### config.mk
export PLATFORM = sky130hd
export DESIGN_NAME = csd_chip_select
export DESIGN_NICKNAME = d
export VERILOG_FILES = /design/src/logic/csd_pkg.sv /design/src/logic/csd_chip_select.sv
export VERILOG_INCLUDE_DIRS = /design/src /design/src/logic
export SDC_FILE = /design/constraint.sdc
export NUM_CORES = 1
export LEC_CHECK = 0
export BUFFER_PORTS_ARGS = -buffer_cell sky130_fd_sc_hd__buf_2
export CORE_UTILIZATION = 50
export CTS_CLUSTER_SIZE = 25
export DETAILED_ROUTE_END_ITERATION = 10
export PLACE_DENSITY = 0.69
export SLEW_MARGIN = 20
export SYNTH_ARGS = -nofsm -noshare
export SYNTH_HDL_FRONTEND = slang
export SYNTH_SLANG_ARGS = --single-unit
### constraint.sdc
create_clock -name clk -period 23.6 [get_ports clk]
set_input_delay 3.54 -clock clk [delete_from_list [all_inputs] [get_ports clk]]
set_output_delay 3.54 -clock clk [all_outputs]
set_load 0.02 [all_outputs]
### src/logic/csd_cfg.svh
`ifndef CSD_CFG_SVH
`define CSD_CFG_SVH

// ----------------------------------------------------------------
// register map
// ----------------------------------------------------------------
`define CSD_BANKS      8
`define CSD_STRIDE     8'h0c
`define CSD_OFS_START  8'h00
`define CSD_OFS_MASK   8'h04
`define CSD_OFS_CTRL   8'h08
`define CSD_MASK_WMASK 32'hffff0101
`define CSD_CTRL_WMASK 16'hfdff
`define CSD_CTRL_RST   16'h0000
`define CSD_BOOT_CTRL  16'h3d00

// ----------------------------------------------------------------
// fields
// ----------------------------------------------------------------
`define CSD_BAM   31:16
`define CSD_WP    8
`define CSD_V     0
`define CSD_LATER_READ_WAITS  15:14
`define CSD_IWS   13:10
`define CSD_AA    8
`define CSD_PS    7:6
`define CSD_BEM   5
`define CSD_READ_BURST_ENABLE  4
`define CSD_WRITE_BURST_ENABLE  3
`define CSD_LATER_WRITE_WAITS  2:0

// ----------------------------------------------------------------
// port width codes and strap codes
// ----------------------------------------------------------------
`define CSD_PS_32   2'b00
`define CSD_PS_8    2'b01
`define CSD_PS_16   2'b10
`define CSD_STRAP_16 2'b01
`define CSD_STRAP_8  2'b10

`endif

### src/logic/csd_pkg.sv
package csd_pkg;

  typedef enum logic [1:0] {
    CSD_BYTE,
    CSD_WORD,
    CSD_LONG,
    CSD_LINE
  } csd_size_type;

  typedef enum logic [1:0] {
    CSD_IDLE,
    CSD_BEAT,
    CSD_GAP
  } csd_state_type;

endpackage : csd_pkg

### src/logic/csd_chip_select.sv
// Implementation choices: strobed register access and the register offsets.
`timescale 1ns/1ps
`include "csd_cfg.svh"

module csd_chip_select (
  input  wire logic                  clk,             // bus clock
  input  wire logic                  reset,           // async, high
  input  wire logic [7:0]            reg_addr,        // register address
  input  wire logic [31:0]           reg_wdata,       // write data
  input  wire logic                  reg_write,       // write strobe
  input  wire logic                  reg_read,        // read strobe
  output logic      [31:0]           reg_rdata,       // read data
  input  wire logic [1:0]            boot_width_pins, // strap pins
  input  wire logic                  acc_start,       // access request
  input  wire logic [31:0]           acc_addr,        // access address
  input  wire logic                  acc_write,       // 1 write, 0 read
  input  wire csd_pkg::csd_size_type acc_size,        // access size
  input  wire logic                  transfer_ack_n,  // external ack pin
  output logic                       acc_done,        // access finished
  output logic                       access_error,    // protect fault
  output logic      [7:0]            chip_select_n,   // selects, low
  output logic      [3:0]            byte_strobe_n,   // lanes 31..0, low
  output logic      [31:0]           ext_addr,        // external address
  output logic                       internal_ack,    // auto ack pulse
  output logic                       beat_ack,        // beat ended
  output logic                       burst_active,    // burst in flight
  output logic      [1:0]            port_width       // lane select code
);
  import csd_pkg::*;

  // ----------------------------------------------------------------
  // declarations
  // ----------------------------------------------------------------
  logic [`CSD_BANKS-1:0]        hit;
  logic [`CSD_BANKS-1:0]        wp_vec;
  logic [`CSD_BANKS-1:0]        valid_vec;
  logic [`CSD_BANKS-1:0][15:0]  ctrl_vec;
  logic [`CSD_BANKS-1:0][31:0]  rd_part;
  logic [31:0]                  next_rdata;
  logic                         boot_released;
  logic                         strap_taken;
  logic [1:0]                   strap_ps;
  logic [2:0]                   ack_sync;
  logic                         ack_level;
  logic [2:0]                   sel;
  logic                         sel_hit;
  logic [15:0]                  sel_ctrl;
  logic [2:0]                   lsb;
  logic [2:0]                   lpb;
  logic [3:0]                   next_beats;
  logic [3:0]                   next_lanes;
  logic                         next_burst;
  logic [3:0]                   next_sec;
  csd_state_type                state;
  logic [2:0]                   cur_bank;
  logic [3:0]                   beats_left;
  logic [3:0]                   cnt;
  logic [3:0]                   wait_target;
  logic [3:0]                   first_wait;
  logic [3:0]                   sec_wait;
  logic [2:0]                   cur_step;
  logic [3:0]                   cur_lanes;
  logic                         cur_aa;
  logic                         cur_write;
  logic                         cur_bem;
  logic                         beat_end;

  // ----------------------------------------------------------------
  // per-bank registers and decode
  // ----------------------------------------------------------------
  for (genvar i = 0; i < `CSD_BANKS; i++)
  begin : g_bank
    localparam logic [7:0] BASE = 8'(i) * `CSD_STRIDE;
    logic [15:0] start_q;
    logic [31:0] mask_q;
    logic [15:0] ctrl_q;

    always_ff @(posedge clk or posedge reset)
    begin
      if (reset)
      begin
        start_q <= 16'h0000;
        mask_q  <= 32'h00000000;
      end
      else if (reg_write)
      begin
        if (reg_addr == BASE + `CSD_OFS_START)
          start_q <= reg_wdata[15:0];
        // reserved bits are dropped, so a careless write is harmless
        if (reg_addr == BASE + `CSD_OFS_MASK)
          mask_q <= reg_wdata & `CSD_MASK_WMASK;
      end
    end

    always_ff @(posedge clk or posedge reset)
    begin
      if (reset)
        ctrl_q <= (i == 0) ? `CSD_BOOT_CTRL : `CSD_CTRL_RST;
      else if (i == 0 && !strap_taken)
        ctrl_q[`CSD_PS] <= strap_ps;
      else if (reg_write && reg_addr == BASE + `CSD_OFS_CTRL)
        ctrl_q <= reg_wdata[15:0] & `CSD_CTRL_WMASK;
    end

    assign valid_vec[i] = mask_q[`CSD_V];
    assign wp_vec[i]    = mask_q[`CSD_WP];
    assign ctrl_vec[i]  = ctrl_q;
    // each mask one doubles the block above 64 KB
    assign hit[i] = (mask_q[`CSD_V]
                     && (((acc_addr[31:16] ^ start_q)
                          & ~mask_q[`CSD_BAM]) == 16'h0000))
                    || (i == 0 && !boot_released);
    assign rd_part[i] =
      (reg_addr == BASE + `CSD_OFS_START) ? {16'h0000, start_q} :
      (reg_addr == BASE + `CSD_OFS_MASK)  ? mask_q :
      (reg_addr == BASE + `CSD_OFS_CTRL)  ? {16'h0000, ctrl_q} :
      32'h00000000;
  end

  // ----------------------------------------------------------------
  // register read port
  // ----------------------------------------------------------------
  always_comb
  begin
    next_rdata = 32'h00000000;
    for (int k = 0; k < `CSD_BANKS; k++)
      next_rdata = next_rdata | rd_part[k];
  end

  always_ff @(posedge clk or posedge reset)
  begin
    if (reset)
      reg_rdata <= 32'h00000000;
    else
      reg_rdata <= reg_read ? next_rdata : 32'h00000000;
  end

  // ----------------------------------------------------------------
  // boot strap and global boot select
  // ----------------------------------------------------------------
  // the strap pins are assumed steady around reset, so they are taken
  // raw on the first edge after release
  always_comb
  begin
    case (boot_width_pins)
      `CSD_STRAP_16: strap_ps = `CSD_PS_16;
      `CSD_STRAP_8:  strap_ps = `CSD_PS_8;
      default:       strap_ps = `CSD_PS_32;
    endcase
  end

  always_ff @(posedge clk or posedge reset)
  begin
    if (reset)
      strap_taken <= 1'b0;
    else
      strap_taken <= 1'b1;
  end

  // once released the global select only comes back through reset
  always_ff @(posedge clk or posedge reset)
  begin
    if (reset)
      boot_released <= 1'b0;
    else if (valid_vec[0])
      boot_released <= 1'b1;
  end

  // ----------------------------------------------------------------
  // external acknowledge synchroniser
  // ----------------------------------------------------------------
  always_ff @(posedge clk or posedge reset)
  begin
    if (reset)
    begin
      ack_sync  <= 3'b000;
      ack_level <= 1'b0;
    end
    else
    begin
      ack_sync <= {ack_sync[1:0], ~transfer_ack_n};
      if (ack_sync[2] == ack_sync[1])
        ack_level <= ack_sync[1];
    end
  end

  // ----------------------------------------------------------------
  // access planning
  // ----------------------------------------------------------------
  always_comb
  begin
    sel     = 3'h0;
    sel_hit = 1'b0;
    for (int k = `CSD_BANKS - 1; k >= 0; k--)
      if (hit[k])
      begin
        sel     = 3'(k);
        sel_hit = 1'b1;
      end
  end

  assign sel_ctrl = ctrl_vec[sel];

  always_comb
  begin
    lsb = (acc_size == CSD_LINE) ? 3'h4 : {1'b0, acc_size};
    case (sel_ctrl[`CSD_PS])
      `CSD_PS_32: lpb = 3'h2;
      `CSD_PS_8:  lpb = 3'h0;
      default:    lpb = 3'h1;
    endcase
    next_beats = (lsb > lpb) ? 4'((5'h01 << (lsb - lpb)) - 5'h01) : 4'h0;
    if (lsb >= lpb)
      next_lanes = (lpb == 3'h2) ? 4'hf : (lpb == 3'h1) ? 4'hc : 4'h8;
    else if (lpb == 3'h2)
      next_lanes = (lsb == 3'h0) ? (4'h8 >> acc_addr[1:0])
                 : (acc_addr[1] ? 4'h3 : 4'hc);
    else
      next_lanes = acc_addr[0] ? 4'h4 : 4'h8;
    next_burst = (next_beats != 4'h0)
                 && (acc_write ? sel_ctrl[`CSD_WRITE_BURST_ENABLE]
                               : sel_ctrl[`CSD_READ_BURST_ENABLE]);
    if (acc_write)
      next_sec = (sel_ctrl[`CSD_LATER_WRITE_WAITS] != 3'h0 && sel_ctrl[`CSD_AA])
               ? {1'b0, sel_ctrl[`CSD_LATER_WRITE_WAITS]} - 4'h1
               : sel_ctrl[`CSD_IWS];
    else
      next_sec = (sel_ctrl[`CSD_LATER_READ_WAITS] != 2'h0 && sel_ctrl[`CSD_AA])
               ? {2'h0, sel_ctrl[`CSD_LATER_READ_WAITS]} - 4'h1
               : sel_ctrl[`CSD_IWS];
  end

  // external ack is checked first so it always ends the beat itself
  assign beat_end = ack_level
                    || (cur_aa && cnt == wait_target);

  // ----------------------------------------------------------------
  // access sequencer
  // ----------------------------------------------------------------
  always_ff @(posedge clk or posedge reset)
  begin
    if (reset)
    begin
      state         <= CSD_IDLE;
      chip_select_n <= 8'hff;
      byte_strobe_n <= 4'hf;
      ext_addr      <= 32'h00000000;
      acc_done      <= 1'b0;
      access_error  <= 1'b0;
      internal_ack  <= 1'b0;
      beat_ack      <= 1'b0;
      burst_active  <= 1'b0;
      port_width    <= `CSD_PS_32;
      cur_bank      <= 3'h0;
      beats_left    <= 4'h0;
      cnt           <= 4'h0;
      wait_target   <= 4'h0;
      first_wait    <= 4'h0;
      sec_wait      <= 4'h0;
      cur_step      <= 3'h1;
      cur_lanes     <= 4'h0;
      cur_aa        <= 1'b0;
      cur_write     <= 1'b0;
      cur_bem       <= 1'b0;
    end
    else
    begin
      acc_done     <= 1'b0;
      access_error <= 1'b0;
      internal_ack <= 1'b0;
      beat_ack     <= 1'b0;
      case (state)
        CSD_IDLE:
        begin
          if (acc_start && !sel_hit)
            acc_done <= 1'b1;
          else if (acc_start && acc_write && wp_vec[sel])
          begin
            access_error <= 1'b1;
            acc_done     <= 1'b1;
          end
          else if (acc_start)
          begin
            state         <= CSD_BEAT;
            chip_select_n <= ~(8'h01 << sel);
            byte_strobe_n <= ~(next_lanes
                               & {4{acc_write
                                    || sel_ctrl[`CSD_BEM]}});
            ext_addr      <= acc_addr;
            burst_active  <= next_burst;
            port_width    <= sel_ctrl[`CSD_PS];
            cur_bank      <= sel;
            beats_left    <= next_beats;
            cnt           <= 4'h0;
            wait_target   <= sel_ctrl[`CSD_IWS];
            first_wait    <= sel_ctrl[`CSD_IWS];
            sec_wait      <= next_sec;
            cur_step      <= 3'(3'h1 << lpb);
            cur_lanes     <= next_lanes;
            cur_aa        <= sel_ctrl[`CSD_AA];
            cur_write     <= acc_write;
            cur_bem       <= sel_ctrl[`CSD_BEM];
          end
        end
        CSD_BEAT:
        begin
          if (beat_end)
          begin
            beat_ack     <= 1'b1;
            internal_ack <= !ack_level;
            cnt          <= 4'h0;
            if (beats_left == 4'h0)
            begin
              state         <= CSD_IDLE;
              chip_select_n <= 8'hff;
              byte_strobe_n <= 4'hf;
              burst_active  <= 1'b0;
              acc_done      <= 1'b1;
            end
            else
            begin
              beats_left <= beats_left - 4'h1;
              ext_addr   <= ext_addr + {29'h0, cur_step};
              if (burst_active)
                wait_target <= sec_wait;
              else
              begin
                // split transfers drop the select for one cycle
                wait_target   <= first_wait;
                state         <= CSD_GAP;
                chip_select_n <= 8'hff;
                byte_strobe_n <= 4'hf;
              end
            end
          end
          else
            cnt <= cnt + 4'h1;
        end
        CSD_GAP:
        begin
          state         <= CSD_BEAT;
          chip_select_n <= ~(8'h01 << cur_bank);
          byte_strobe_n <= ~(cur_lanes & {4{cur_write || cur_bem}});
        end
        default:
          state <= CSD_IDLE;
      endcase
    end
  end

  // ----------------------------------------------------------------
  // assertions
  // ----------------------------------------------------------------
  AST_PROTECT: assert property (@(posedge clk) disable iff (reset)
    state == CSD_IDLE && acc_start && sel_hit && acc_write && wp_vec[sel]
    |=> access_error && chip_select_n == 8'hff && state == CSD_IDLE)
    else $error("protected write was not refused");
  AST_VALID: assert property (@(posedge clk) disable iff (reset)
    (~chip_select_n & ~valid_vec & 8'hfe) == 8'h00)
    else $error("select asserted for an invalid bank");
  AST_RESET_CLEAR: assert property (@(posedge clk)
    $fell(reset) |-> valid_vec == 8'h00 && !boot_released)
    else $error("valid bits not cleared by reset");
  AST_INT_ACK: assert property (@(posedge clk) disable iff (reset)
    internal_ack |-> $past(cur_aa) && $past(cnt) == $past(wait_target))
    else $error("internal ack at the wrong count");
  AST_NO_AA: assert property (@(posedge clk) disable iff (reset)
    state == CSD_BEAT && !cur_aa |=> !internal_ack)
    else $error("internal ack with auto-ack off");
  AST_EXT_WINS: assert property (@(posedge clk) disable iff (reset)
    state == CSD_BEAT && ack_level |=> beat_ack && !internal_ack)
    else $error("external ack did not take precedence");
  AST_BURST_ADDR: assert property (@(posedge clk) disable iff (reset)
    state == CSD_BEAT && beat_end && burst_active && beats_left != 4'h0
    |=> ext_addr == $past(ext_addr) + {29'h0, cur_step}
        && chip_select_n == $past(chip_select_n))
    else $error("burst address did not advance");
  AST_SPLIT_GAP: assert property (@(posedge clk) disable iff (reset)
    state == CSD_BEAT && beat_end && !burst_active && beats_left != 4'h0
    |=> chip_select_n == 8'hff ##1 chip_select_n != 8'hff)
    else $error("split beat without a select gap");
  AST_BOOT: assert property (@(posedge clk) disable iff (reset)
    state == CSD_IDLE && acc_start && !boot_released && !acc_write
    |=> !chip_select_n[0])
    else $error("boot select not global");
  AST_STROBE: assert property (@(posedge clk) disable iff (reset)
    state == CSD_BEAT && !cur_write && !cur_bem |-> byte_strobe_n == 4'hf)
    else $error("strobe asserted on a read");

  COV_BURST: cover property (@(posedge clk) disable iff (reset)
    beat_ack && burst_active && !cur_write);
  COV_ERROR: cover property (@(posedge clk) disable iff (reset)
    access_error);
  COV_EXT: cover property (@(posedge clk) disable iff (reset)
    beat_ack && !internal_ack);
  COV_SPLIT: cover property (@(posedge clk) disable iff (reset)
    state == CSD_GAP);

endmodule : csd_chip_select

==> flow_summary.json <==
{
  "status": "finished clean",
  "yosys_warnings": 0,
  "cts_root_buf": "clkbuf_16",
  "holdWs_ps": 358,
  "finalCritPeriodShare_pct": 37.6,
  "overflow": 0,
  "setup_viol": 0,
  "critical_path_arrival_ps": 9340,
  "final_nets": 2508,
  "drc": 0,
  "die_w_um": 230,
  "post_cts_resize_count": 0,
  "fp.dieH_um": 230,
  "drv_slew": 0,
  "ctsHoldBuffers": 0,
  "r2r_cells": 18,
  "grt_max_degree": 148,
  "grtUsageTotal_pct": 37.3,
  "yosysUniqueCellTypes": 72,
  "cts_buffer_depth": 3,
  "worstHoldEndpoint": "ack_sync[1]$_DFF_PP0_",
  "crit_path_end_kind": "flip-flop",
  "start_util_pct": 50.8,
  "vias_per_cell": 6.79,
  "synth_async_sr_flop_share_pct": 100,
  "num_rows": 83,
  "ys_ff_latch": 516,
  "dr.pass1.iters": 6,
  "hpwl_um": 70000,
  "placeableCoreArea_sq_mm": 0.0514,
  "dieArea_sq_mm": 0.0531,
  "area_delta_synth_final_pct": 13.0,
  "hold_start": "ack_sync[0]$_DFF_PP0_",
  "slew_headroom_pct": 13.5,
  "avgSynthCellArea_sq_um": 11.5,
  "leakagePower_nw": 13.4,
  "cts_setup_buffers": 0,
  "yosys.area.top_type": "dfrtp_1",
  "drive_above_1_share_pct": 31.1,
  "setup_tns_ps": 0,
  "wl_um": 99100,
  "period_needed_ps": 8870,
  "hold_viol_final": 0,
  "timing.fmax_ghz": 0.113,
  "numPortBuffers": 165,
  "hp-class": "reg2reg",
  "slowest_delay_ps": 600,
  "grt_pass1_wl_um": 144000,
  "seq_area_sq_mm": 0.0129,
  "power_density_mw_per_mm2": 85.5,
  "multi_input_area_sq_mm": 0.0125,
  "synth_nets": 2375,
  "cp.required_ps": 24070,
  "cts_tree": "yes",
  "stdcell_count": 3134,
  "hold_depth": 0,
  "ant_nets": 0,
  "synthFlopType": "dfrtp_1",
  "clock_latency_ps": 630,
  "htree_levels": 2,
  "grt_antenna_before_repair": 2,
  "place_congestion": 1.05,
  "rsz0062_at_grt": "false",
  "clock_sinks": 516,
  "io_pins": 166,
  "crit_path_start_kind": "input pin",
  "fillCellCount": 4308,
  "synth_top_area_share_pct": 47.7,
  "seq_area_frac_synth_pct": 49.6,
  "synthCells": 2275,
  "r2r_slack_ps": 17380,
  "cp_cell_sequence": "buf_2, xnor2_1, o22ai_1, nor4_1, o2111ai_1, nand4_1, nor2b_4, buf_4, mux2i_1, mux2_2, a221oi_2, nor2_2, fa_1, xor2_1, nand3_1, ha_1, inv_1, o311ai_0, o41ai_1",
  "slowest_stage": "nor4_1",
  "grt_pass1_vias": 20600,
  "cts_buffers": 56,
  "detail_route.wl_per_cell_um": 31.6,
  "crit_type": "in2reg",
  "worstPathMaxFanout": 42,
  "worstMarginPinSlew_ps": 1290,
  "maxCapViolCount": 0,
  "ir_drop_uv": 67.0,
  "drt_iter0_markers": 2436,
  "ys_top_cells_by_area": "dfrtp_1 (48%), mux2_2 (18%), xnor2_1 (4.4%)",
  "timing.rr.end": "burst_active$_DFFE_PP0P_",
  "fin_skew_ps": 25.2,
  "r2r-start": "g_bank[4].start_q[14]$_DFFE_PP0P_",
  "vias": 21300,
  "clk_pin_slew_worst_paths_ps": 60,
  "synth_edf_count": 0,
  "placedCellCount": 3030,
  "syn_area_sq_mm": 0.0261
}
-- cell usage after synthesis (all sizes together) (25+ instances only) --
library cell  instances
a21oi                50
a221oi               43
a22o                 41
a22oi               119
a31oi                27
and3                 27
buf                  41
clkbuf               93
dfrtp               498
inv                  30
mux2                409
mux2i                61
nand2               149
nand3                85
nand4                25
nor2                103
nor3                 28
o21ai                62
o22ai                58
xnor2               130
-- state kept, by name, summed over array words and instances (netlist names), 4 cells and up --
name and cells:
first_wait 4, cur_lanes 4, cnt 4, g_bank.ctrl_q 120
wait_target 4, reg_rdata 32, beats_left 4, g_bank.start_q 128
byte_strobe_n 4, g_bank.mask_q 144, ext_addr 32, sec_wait 4
chip_select_n 8
-- worst max-delay path by stage --
stage | from | end | depth (start not counted)
2_1_floorplan | reset | acc_done$_DFF_PP0_ | 1
3_3_place_gp | acc_addr[19] | burst_active$_DFFE_PP0P_ | 17
3_5_place_dp | acc_addr[19] | burst_active$_DFFE_PP0P_ | 17
4_1_cts | acc_addr[30] | burst_active$_DFFE_PP0P_ | 19
5_1_grt | acc_addr[30] | burst_active$_DFFE_PP0P_ | 19
6_report | acc_addr[30] | burst_active$_DFFE_PP0P_ | 19
-- cell usage in the layout (no fill, tap or decap), types with 48 or more instances in the layout --
cell type  count
a21oi_1       48
a22oi_1      119
buf_2        165
clkbuf_16     58
dfrtp_1      498
mux2_2       409
mux2i_1       61
nand2_1      142
nand3_1       85
nor2_1        99
o21ai_0       55
o22ai_1       58
xnor2_1      130
-- critical path, delay by kind of cell --
family | cells | cell delay, ps
AOI/OAI and AO/OA | 5 | 1600
adders and majority gates | 2 | 790
xor gates and xnor gates | 2 | 700
buffers and inverters | 3 | 790
and+or+nand+nor | 5 | 1420
muxes | 2 | 460
-- final cells by class --
| type | count | share of cell area, % |
|---|---|---|
| flip-flops and latches | 516 | 43.9 |
| multi-input cells | 1595 | 42.3 |
| clock buffers | 69 | 5.27 |
| repair buffers | 209 | 3.93 |
| well taps | 680 | 2.89 |
| clock inverters | 34 | 1.29 |
| inverters | 30 | 0.424 |
| diodes | 1 | 0.00849 |
-- through the flow --
step                      instance area (sq um)  worst slack (ps)  utilization [%]  total power, mW
after floorplan                           26100              5680                -             1.43
after global placement                    27500             14340             53.5             1.58
after detailed placement                  27500             14290             53.6             1.60
after CTS                                 29500             14920             57.3             2.52
after global routing                      29500             14480             57.4             2.62
final                                     29500             14730             57.4             2.52
-- per-layer routing --
layer | wire length (um) | part of all wire (%) | track usage, % | vias up
met5 | 27 | 0.027 | 0 | -
met3 | 11900 | 12 | 10.3 | 270
met4 | 4440 | 4.5 | 16.2 | 4
li1 | - | - | - | 8734
met1 | 40600 | 41 | 52.9 | 10800
met2 | 42100 | 43 | 53.4 | 1471
-- power breakdown --
| part | internal [mW] | switching (mW) | total, mW | leakage, nW |
|---|---|---|---|---|
| registers | 0.985 | 0.109 | 1.09 | 6.95 |
| clock network | 0.544 | 0.382 | 0.926 | 0.951 |
| logic | 0.182 | 0.318 | 0.500 | 5.47 |
-- cell families after synthesis --
| kind of cell | synth area share [%] |
|---|---|
| other cells | 0.0144 |
| simple gates | 9.34 |
| fa+ha+maj | 0.911 |
| mux | 20.1 |
| compound gates | 12.8 |
| xor+xnor | 4.53 |
| flops | 49.6 |
| buf+inv | 2.79 |
Power figures use the tool's default switching activity.
